### src/verilog/bce_params.svh
`ifndef BCE_PARAMS_SVH
`define BCE_PARAMS_SVH
// ==========================================
// Opcode fields
`define BCE_INSTR_W      14
`define BCE_PC_W         12
`define BCE_FADDR_W      7
`define BCE_BADDR_W      6
`define BCE_DATA_W       8
`define BCE_TOP2_MSB     13
`define BCE_TOP2_LSB     12
`define BCE_ALU_MSB      13
`define BCE_ALU_LSB      8
`define BCE_BIT_MSB      13
`define BCE_BIT_LSB      9
`define BCE_DEST_POS     7
`define BCE_BIDX_MSB     8
`define BCE_BIDX_LSB     6
`define BCE_ALU_AND      6'h05
`define BCE_TOP2_CALL    2'h2
`define BCE_BIT_CLR      5'h08
`define BCE_BIT_SET      5'h09
`define BCE_BIT_TSC      5'h0A
`define BCE_BIT_TSS      5'h0B
// ==========================================
// Reset values
`define BCE_PC_RST       12'h000
`define BCE_ACC_RST      8'h00
`endif

### src/verilog/bce_pkg.sv
package bce_pkg;
  typedef enum logic [2:0]
  {
    BCE_OP_NONE,
    BCE_OP_AND,
    BCE_OP_BCLR,
    BCE_OP_BSET,
    BCE_OP_TSC,
    BCE_OP_TSS,
    BCE_OP_CALL
  } bce_op_t;
  typedef enum logic [1:0]
  {
    BCE_ST_EXEC,
    BCE_ST_NOP,
    BCE_ST_CALL2
  } bce_state_t;
endpackage : bce_pkg

### src/verilog/bce_exec.sv
`timescale 1ns/1ps
`include "bce_params.svh"
module bce_exec
(
  input  wire logic                      core_clk,
  input  wire logic                      rst_b,
  input  wire logic [`BCE_INSTR_W-1:0]   instr,
  input  wire logic                      instr_valid,
  input  wire logic [`BCE_DATA_W-1:0]    file_rdata,
  input  wire logic                      acc_load,
  input  wire logic [`BCE_DATA_W-1:0]    acc_wdata,
  output logic      [`BCE_FADDR_W-1:0]   file_addr,
  output logic                           file_we,
  output logic      [`BCE_DATA_W-1:0]    file_wdata,
  output logic                           zero_we,
  output logic                           zero_val,
  output logic                           stack_push,
  output logic      [`BCE_PC_W-1:0]      stack_top_entry,
  output logic      [`BCE_PC_W-1:0]      pc,
  output logic      [`BCE_DATA_W-1:0]    acc,
  output logic                           instr_ready,
  output logic                           busy
);

  // ==========================================
  // Decode
  function automatic bce_pkg::bce_op_t bce_decode
  (
    input logic [`BCE_INSTR_W-1:0] w
  );
    bce_pkg::bce_op_t op;
    op = bce_pkg::BCE_OP_NONE;
    if (w[`BCE_TOP2_MSB:`BCE_TOP2_LSB] == `BCE_TOP2_CALL)
      op = bce_pkg::BCE_OP_CALL;
    else if (w[`BCE_ALU_MSB:`BCE_ALU_LSB] == `BCE_ALU_AND)
      op = bce_pkg::BCE_OP_AND;
    else
    begin
      case (w[`BCE_BIT_MSB:`BCE_BIT_LSB])
        `BCE_BIT_CLR: op = bce_pkg::BCE_OP_BCLR;
        `BCE_BIT_SET: op = bce_pkg::BCE_OP_BSET;
        `BCE_BIT_TSC: op = bce_pkg::BCE_OP_TSC;
        `BCE_BIT_TSS: op = bce_pkg::BCE_OP_TSS;
        default:      op = bce_pkg::BCE_OP_NONE;
      endcase
    end
    return op;
  endfunction : bce_decode

  bce_pkg::bce_state_t state_reg;
  bce_pkg::bce_state_t state_next;
  bce_pkg::bce_op_t    op;
  logic                take;
  logic [2:0]          bidx;
  logic                tbit;
  logic [`BCE_DATA_W-1:0] and_res;
  logic [`BCE_DATA_W-1:0] bmask;

  // ==========================================
  // Elaboration checks
  // Bit-op address is padded by one bit to the file address width
  if (`BCE_FADDR_W != `BCE_BADDR_W + 1)
  begin : g_faddr_chk
    $error("file address must be one bit wider than bit-op address");
  end
  // Call target fills the word below the two opcode bits
  if (`BCE_PC_W != `BCE_INSTR_W - 2)
  begin : g_pc_chk
    $error("program counter width must match the call target field");
  end
  // Mask and index logic assume an 8-bit data path
  if (`BCE_DATA_W != 8)
  begin : g_data_chk
    $error("data path must be eight bits wide");
  end

  // Instructions are only accepted in the execute state
  assign instr_ready = (state_reg == bce_pkg::BCE_ST_EXEC);
  assign busy        = !instr_ready;
  assign take        = instr_valid && instr_ready;
  assign op          = take ? bce_decode(instr) : bce_pkg::BCE_OP_NONE;
  assign bidx        = instr[`BCE_BIDX_MSB:`BCE_BIDX_LSB];
  assign bmask       = 8'h01 << bidx;
  assign tbit        = file_rdata[bidx];
  assign and_res     = acc & file_rdata;

  // ==========================================
  // File address: combinational so read data arrives same cycle
  always_comb
  begin
    if (op == bce_pkg::BCE_OP_AND)
      file_addr = instr[`BCE_FADDR_W-1:0];
    else
      file_addr = {1'b0, instr[`BCE_BADDR_W-1:0]};
  end

  // ==========================================
  // Sequencer
  always_comb
  begin
    state_next = state_reg;
    case (state_reg)
      bce_pkg::BCE_ST_EXEC:
      begin
        if ((op == bce_pkg::BCE_OP_TSC && !tbit) ||
            (op == bce_pkg::BCE_OP_TSS && tbit))
          state_next = bce_pkg::BCE_ST_NOP;
        else if (op == bce_pkg::BCE_OP_CALL)
          state_next = bce_pkg::BCE_ST_CALL2;
      end
      bce_pkg::BCE_ST_NOP:   state_next = bce_pkg::BCE_ST_EXEC;
      bce_pkg::BCE_ST_CALL2: state_next = bce_pkg::BCE_ST_EXEC;
      default:               state_next = bce_pkg::BCE_ST_EXEC;
    endcase
  end

  always_ff @(posedge core_clk)
  begin
    if (!rst_b)
      state_reg <= bce_pkg::BCE_ST_EXEC;
    else
      state_reg <= state_next;
  end

  // ==========================================
  // Program counter
  // A skip's NOP cycle still counts, so the dropped word is stepped over
  always_ff @(posedge core_clk)
  begin
    if (!rst_b)
      pc <= `BCE_PC_RST;
    else if (op == bce_pkg::BCE_OP_CALL)
      pc <= instr[`BCE_PC_W-1:0];
    else if (take || state_reg == bce_pkg::BCE_ST_NOP)
      pc <= pc + 12'h001;
  end

  // ==========================================
  // Stack push
  always_ff @(posedge core_clk)
  begin
    if (!rst_b)
    begin
      stack_push      <= 1'b0;
      stack_top_entry <= `BCE_PC_RST;
    end
    else
    begin
      stack_push <= (op == bce_pkg::BCE_OP_CALL);
      if (op == bce_pkg::BCE_OP_CALL)
        stack_top_entry <= pc + 12'h001;
    end
  end

  // ==========================================
  // Accumulator
  always_ff @(posedge core_clk)
  begin
    if (!rst_b)
      acc <= `BCE_ACC_RST;
    else if (op == bce_pkg::BCE_OP_AND && !instr[`BCE_DEST_POS])
      acc <= and_res;
    // Loads from the rest of the core lose to an AND executed here with the accumulator as destination
    else if (acc_load)
      acc <= acc_wdata;
  end

  // ==========================================
  // File write and zero flag; bit tests write nothing
  always_ff @(posedge core_clk)
  begin
    if (!rst_b)
    begin
      file_we    <= 1'b0;
      file_wdata <= 8'h00;
      zero_we    <= 1'b0;
      zero_val   <= 1'b0;
    end
    else
    begin
      file_we <= 1'b0;
      zero_we <= 1'b0;
      case (op)
        bce_pkg::BCE_OP_AND:
        begin
          file_we    <= instr[`BCE_DEST_POS];
          file_wdata <= and_res;
          zero_we    <= 1'b1;
          zero_val   <= (and_res == 8'h00);
        end
        bce_pkg::BCE_OP_BCLR:
        begin
          file_we    <= 1'b1;
          file_wdata <= file_rdata & ~bmask;
        end
        bce_pkg::BCE_OP_BSET:
        begin
          file_we    <= 1'b1;
          file_wdata <= file_rdata | bmask;
        end
        default:
        begin
          file_we <= 1'b0;
        end
      endcase
    end
  end

endmodule : bce_exec

### config.mk
export PLATFORM = sky130hd
export DESIGN_NAME = bce_exec
export DESIGN_NICKNAME = d
export VERILOG_FILES = /design/src/verilog/bce_pkg.sv /design/src/verilog/bce_exec.sv
export VERILOG_INCLUDE_DIRS = /design/src /design/src/verilog
export SDC_FILE = /design/constraint.sdc
export NUM_CORES = 1
export LEC_CHECK = 0
export BUFFER_PORTS_ARGS = -buffer_cell sky130_fd_sc_hd__buf_2
export CAP_MARGIN = 15
export CORE_UTILIZATION = 34
export CTS_CLUSTER_DIAMETER = 120
export DETAILED_ROUTE_END_ITERATION = 6
export GPL_ROUTABILITY_DRIVEN = 1
export GPL_TIMING_DRIVEN = 1
export PLACE_DENSITY = 0.7
export SETUP_SLACK_MARGIN = 0.3
export SKIP_CTS_REPAIR_TIMING = 1
export SLEW_MARGIN = 20
export SYNTH_ARGS = -nofsm -noshare
export SYNTH_HDL_FRONTEND = slang
export SYNTH_SLANG_ARGS = --single-unit
### constraint.sdc
create_clock -name core_clk -period 5.5 [get_ports core_clk]
set_input_delay 1.65 -clock core_clk [delete_from_list [all_inputs] [get_ports core_clk]]
set_output_delay 1.65 -clock core_clk [all_outputs]
set_load 0.01 [all_outputs]
# Word level (Yosys, flattened, before mapping)
# Index checks and enable logic that the tools add are counted.
[classes] add_sub_neg=1 n_mul=0 div=0 n_lt_le_gt_ge=1 n_eq_ne=13 shift=1 muxes=16 n_bitwise=6 reduce_logical=18
[ops] op="$mux 12" n=2
[ops] op="$pmux 8 s3" n=1
[ops] op="$eq 5x4->1 const B" n=4
[ops] op="$and 8x8->8" n=2
[ops] op="$mux 8" n=2
[ops] op="$add 12x1->12 const B" n=1
[ops] op="$pmux 3 s4" n=1
[ops] op="$eq 3x3->1 const B" n=3
[ops] op="$mux 3" n=3
[ops] op="$logic_not 8->1" n=1
[ops] op="$not 8->8" n=1
[ops] op="$or 8x8->8" n=1
[ops] op="$shl 1x3->8 const A" n=1
[ops] op="$mux 7" n=1
[ops] op="$eq 3x2->1 const B" n=2
[ops] op="$eq 6x3->1 const B" n=1
[ops] op="$reduce_bool 2->1" n=3
[ops] op="$logic_and 1x1->1" n=4
[ops] op="$lt 3x4->1 const B" n=1
[ops] op="$mux 1" n=4
[ops] op="$bmux 1 s3" n=1
[ops] op="$eq 3x1->1 const B" n=1
[ops] op="$logic_not 1->1" n=3
[ops] op="$reduce_bool 3->1" n=1
[ops] op="9 further kinds" n=11
[totals] register_bits=46 latchBits=0 ram_bits=0 mem_bits_ro=0 in_bits=34 out_inout_bits=53 elab_cells=66 memories=0

# Logic depth before layout (Yosys ltp)
[depth] ltp_word=9 ltp_mapped=8

# Least setup slack after synthesis
# Ideal clock, no wire load.
[synth_path] path_type="in2out" start="in instr[8]" end="out file_addr[6]" arrival_time_ns=2.605 setup_slack_ns=1.245 stages=5 path_cell_list="buf_2 nor4bb_1 buf_2 and2_1 and3_1"
[synth_between] elab_chain_cells=6
[synth_rtl] element="start: declaration" line_no="bce_exec.sv:7" source="input wire logic [`BCE_INSTR_W-1:0] instr,"
[synth_rtl] element="$eq 6x3->1 (no line)"
[synth_rtl] element="$mux 3" line_no="bce_exec.sv:35" source="else if (w[`BCE_ALU_MSB:`BCE_ALU_LSB] == `BCE_ALU_AND)"
[synth_rtl] element="$mux 3" line_no="bce_exec.sv:33" source="if (w[`BCE_TOP2_MSB:`BCE_TOP2_LSB] == `BCE_TOP2_CALL)"
[synth_rtl] element="$mux 3" line_no="bce_exec.sv:81" source="assign op = take ? bce_decode(instr) : bce_pkg::BCE_OP_NONE;"
[synth_rtl] element="$eq 3x1->1" line_no="bce_exec.sv:91" source="if (op == bce_pkg::BCE_OP_AND)"
[synth_rtl] element="$mux 7" line_no="bce_exec.sv:91"
[synth_rtl] element="end: declaration" line_no="bce_exec.sv:12" source="output logic [`BCE_FADDR_W-1:0] file_addr,"
# No other way between the ends.

# Worst setup path after layout
[layout_path] start="in instr[11]" end="out file_addr[6]"
[layout_between] elab_chain_cells=7
[layout_rtl] element="$eq 5x4->1" line_no="bce_exec.sv:39" source="case (w[`BCE_BIT_MSB:`BCE_BIT_LSB])"
[layout_rtl] element="$pmux 3 s4" line_no="bce_exec.sv:39"
[layout_rtl] element="$mux 3 *" line_no="bce_exec.sv:35"
[layout_rtl] element="$mux 3 *" line_no="bce_exec.sv:33"
[layout_rtl] element="$mux 3 *" line_no="bce_exec.sv:81"
[layout_rtl] element="$eq 3x1->1 *" line_no="bce_exec.sv:91"
[layout_rtl] element="$mux 7 *" line_no="bce_exec.sv:91"
# Mark *: on every way between the ends. The rest lies on a longest branch, timed or not.

==> flow_summary.ini <==
[critical_path]
cp-end-kind = primary output
required_ns = 3.85
cpPeakStageDelay_ns = 0.54
cp_slowest_cell = nor2_1
r2r_cells = 5
reg2reg_from = state_reg[1]
crit_type = in2out
crit_arrival_ns = 2.92
crit_path_start_kind = input port
crit_top_cell = buf_2
reg2reg_to = pc[11]
path_cells = buf_2 -> nor2_1 -> and2_1 -> and3_1 -> buf_2
crit_fanout = 11
rrSetupSlack_ns = 3.18

[synth]
synth.net_count = 319
ys_top_cells_by_count = 46 x dfxtp_1, 17 x a21oi_1, 17 x nor2_1
synth-seq-cells = 46
synth_cells = 284
syn_avg_cell_area_um2 = 8.86
synth_edf_count = 0
synth_top_area_share_pct = 36.6
yosys_most_used_dff = dfxtp_1
synthDistinctLibCells = 54
seq_area_frac_synth_pct = 36.6
yosysWarnings = 0
syn_area_um2 = 2510
yosysMostFrequentCell = dfxtp_1
async_reset_ff_share_pct = 0
yosys.area.top_type = dfxtp_1
ys_top_cells_by_area = dfxtp_1 37%, a22o_1 3.5%, a21oi_1 3.4%, a221o_1 3.2%, nor3b_1 3.0%

[sta]
skew_ns = 0.0102
drv_slew = 0
hold_ws_ns = 0.459
max-slew-margin-rel_pct = 37.0
clock.fmax_ghz = 0.219
final.min_clock_period_ns = 4.57
worst_slack_ns = 0.926
tightest_slew_ns = 0.943
post-route-period-util_pct = 83.2
rsz0062_at_grt = no
fin_tns_setup_ns = 0
setup_viol = 0
hold_viol = 0

[final_layout]
n_antenna_cell = 0
top_regs = pc x12, stack_top_entry x12
syn_to_final_growth_pct = 21.0
final_nets = 389
drive_above_1_share_pct = 30.7

[grt]
grt_pass1_wl_um = 11000
grt_max_degree = 21
track_usage_pct = 18.2
antenna_found_initial = 0
overflow = 0
first_global_vias = 2257

[clocking]
clockBufferDepth = 2
clkTransAtPathRegs_ns = 0.09
cts_tree = done
numClockSinks = 46
cts.htree.levels = 2
root_buffer = clkbuf_8
clk_latency_ns = 0.30
cts_made_buffers = 5

[die]
fp.dieH_um = 88.0
fp.coreArea_um2 = 6980
die_area_um2 = 7740
start_util_pct = 36.0
die_w_um = 88.0
rows = 30
design.portCount = 87

[drt]
num_vias = 2512
detail_route.wl_per_cell_um = 15.5
ant_nets = 0
totalWireLength_um = 6980
drt-initial-drc-count = 194
viasPerCell = 5.57
drc = 0
drt_pass1_iterations = 4

[power]
p_leak_uw = 0.00129
p_per_area_nw_per_um2 = 227
vdd_ir_drop_max_mv = 0.0894
power_uw = 689

[place]
routabilityCongestion = 0.846
io_buffers = 86
dp_hpwl_um = 5110
post-place-ws_ns = 0.985

[hold_path]
holdCritPathClass = reg2reg
min_to = stack_top_entry[0]
hold_depth = 2
hold_start = stack_top_entry[0]

[run]
cap_violations = 0

[run_status]
status = completed
[layer usage]
| metal | part of all wire (%) | routed length [um] | track usage [%] | vias up |
|---|---|---|---|---|
| met5 | 0 | 0 | 0 | - |
| met4 | 1.7 | 120 | 5.22 | 0 |
| met3 | 9.0 | 625 | 4.15 | 13 |
| met2 | 45 | 3130 | 27.9 | 121 |
| met1 | 44 | 3100 | 25.6 | 1158 |
| li1 | - | - | - | 1220 |
[worst max-delay path by stage]
stage               startpoint           end  slack [ns]  cells after the start
floorplan             instr[8]  file_addr[6]        1.25                      5
global placement      instr[8]  file_addr[6]        1.01                      6
detailed placement    instr[8]  file_addr[6]        0.98                      6
CTS                  instr[11]  file_addr[6]        0.95                      5
global route          instr[8]  file_addr[6]        0.83                      6
finish               instr[11]  file_addr[6]        0.93                      5
[placed cells by master, fill, tap and decap left out, types with 5 or more instances in the layout]
cell type	netlist	layout
a21oi_1	17	17
a221o_1	8	8
clkbuf_8	0	5
a22oi_1	5	5
inv_1	7	7
buf_2	6	86
xnor2_1	5	5
nand2_1	14	14
nor3_1	9	9
nor3b_1	10	10
dfxtp_1	46	46
a22o_1	10	10
a21o_1	8	8
xor2_1	5	5
a32oi_1	7	7
nor2_1	17	17
o21ai_0	12	12
nand3_1	13	13
[power breakdown]
group,switching (uW),internal [uW]
clock,122,89.5
combinational,67.8,50.3
sequential,14.0,346
total,203,486
[worst max-delay path: cells and delay by family]
family,cells,cell delay [ns]
AND/OR/NAND/NOR,3,0.98
buffers and inverters,2,0.28
[cell type report]
| type | instances | area (um^2) |
|---|---|---|
| Multi-Input combinational cell | 205 | 1430 |
| Sequential cell | 46 | 921 |
| Fill cell | 723 | 3940 |
| Tap cell | 96 | 120 |
| Clock buffer | 5 | 68.8 |
| Timing Repair Buffer | 89 | 453 |
| Clock inverter | 3 | 21.3 |
| Inverter | 7 | 26.3 |
[kinds of logic (layout without fill, tap and decap cells)]
family / count (synthesis) / count (layout) / share of synthesized area, %
AOI/OAI and AO/OA: 90 / 90 / 26.4
muxes: 3 / 3 / 2.19
DFF: 46 / 46 / 36.6
xor gates and xnor gates: 10 / 10 / 3.48
adders and majority gates: 1 / 1 / 0.497
buffers and inverters: 33 / 104 / 6.42
and+or+nand+nor: 101 / 101 / 24.4
[stage by stage]
stage | instances | instance area [um^2] | utilization (%)
2_1_floorplan | 284 | 2510 | -
3_3_place_gp | 443 | 2950 | 42.3
3_5_place_dp | 443 | 2950 | 42.3
4_1_cts | 451 | 3040 | 43.6
5_1_grt | 451 | 3040 | 43.6
6_report | 451 | 3040 | 43.6
Note: power is estimated with default switching activity, not from simulation.
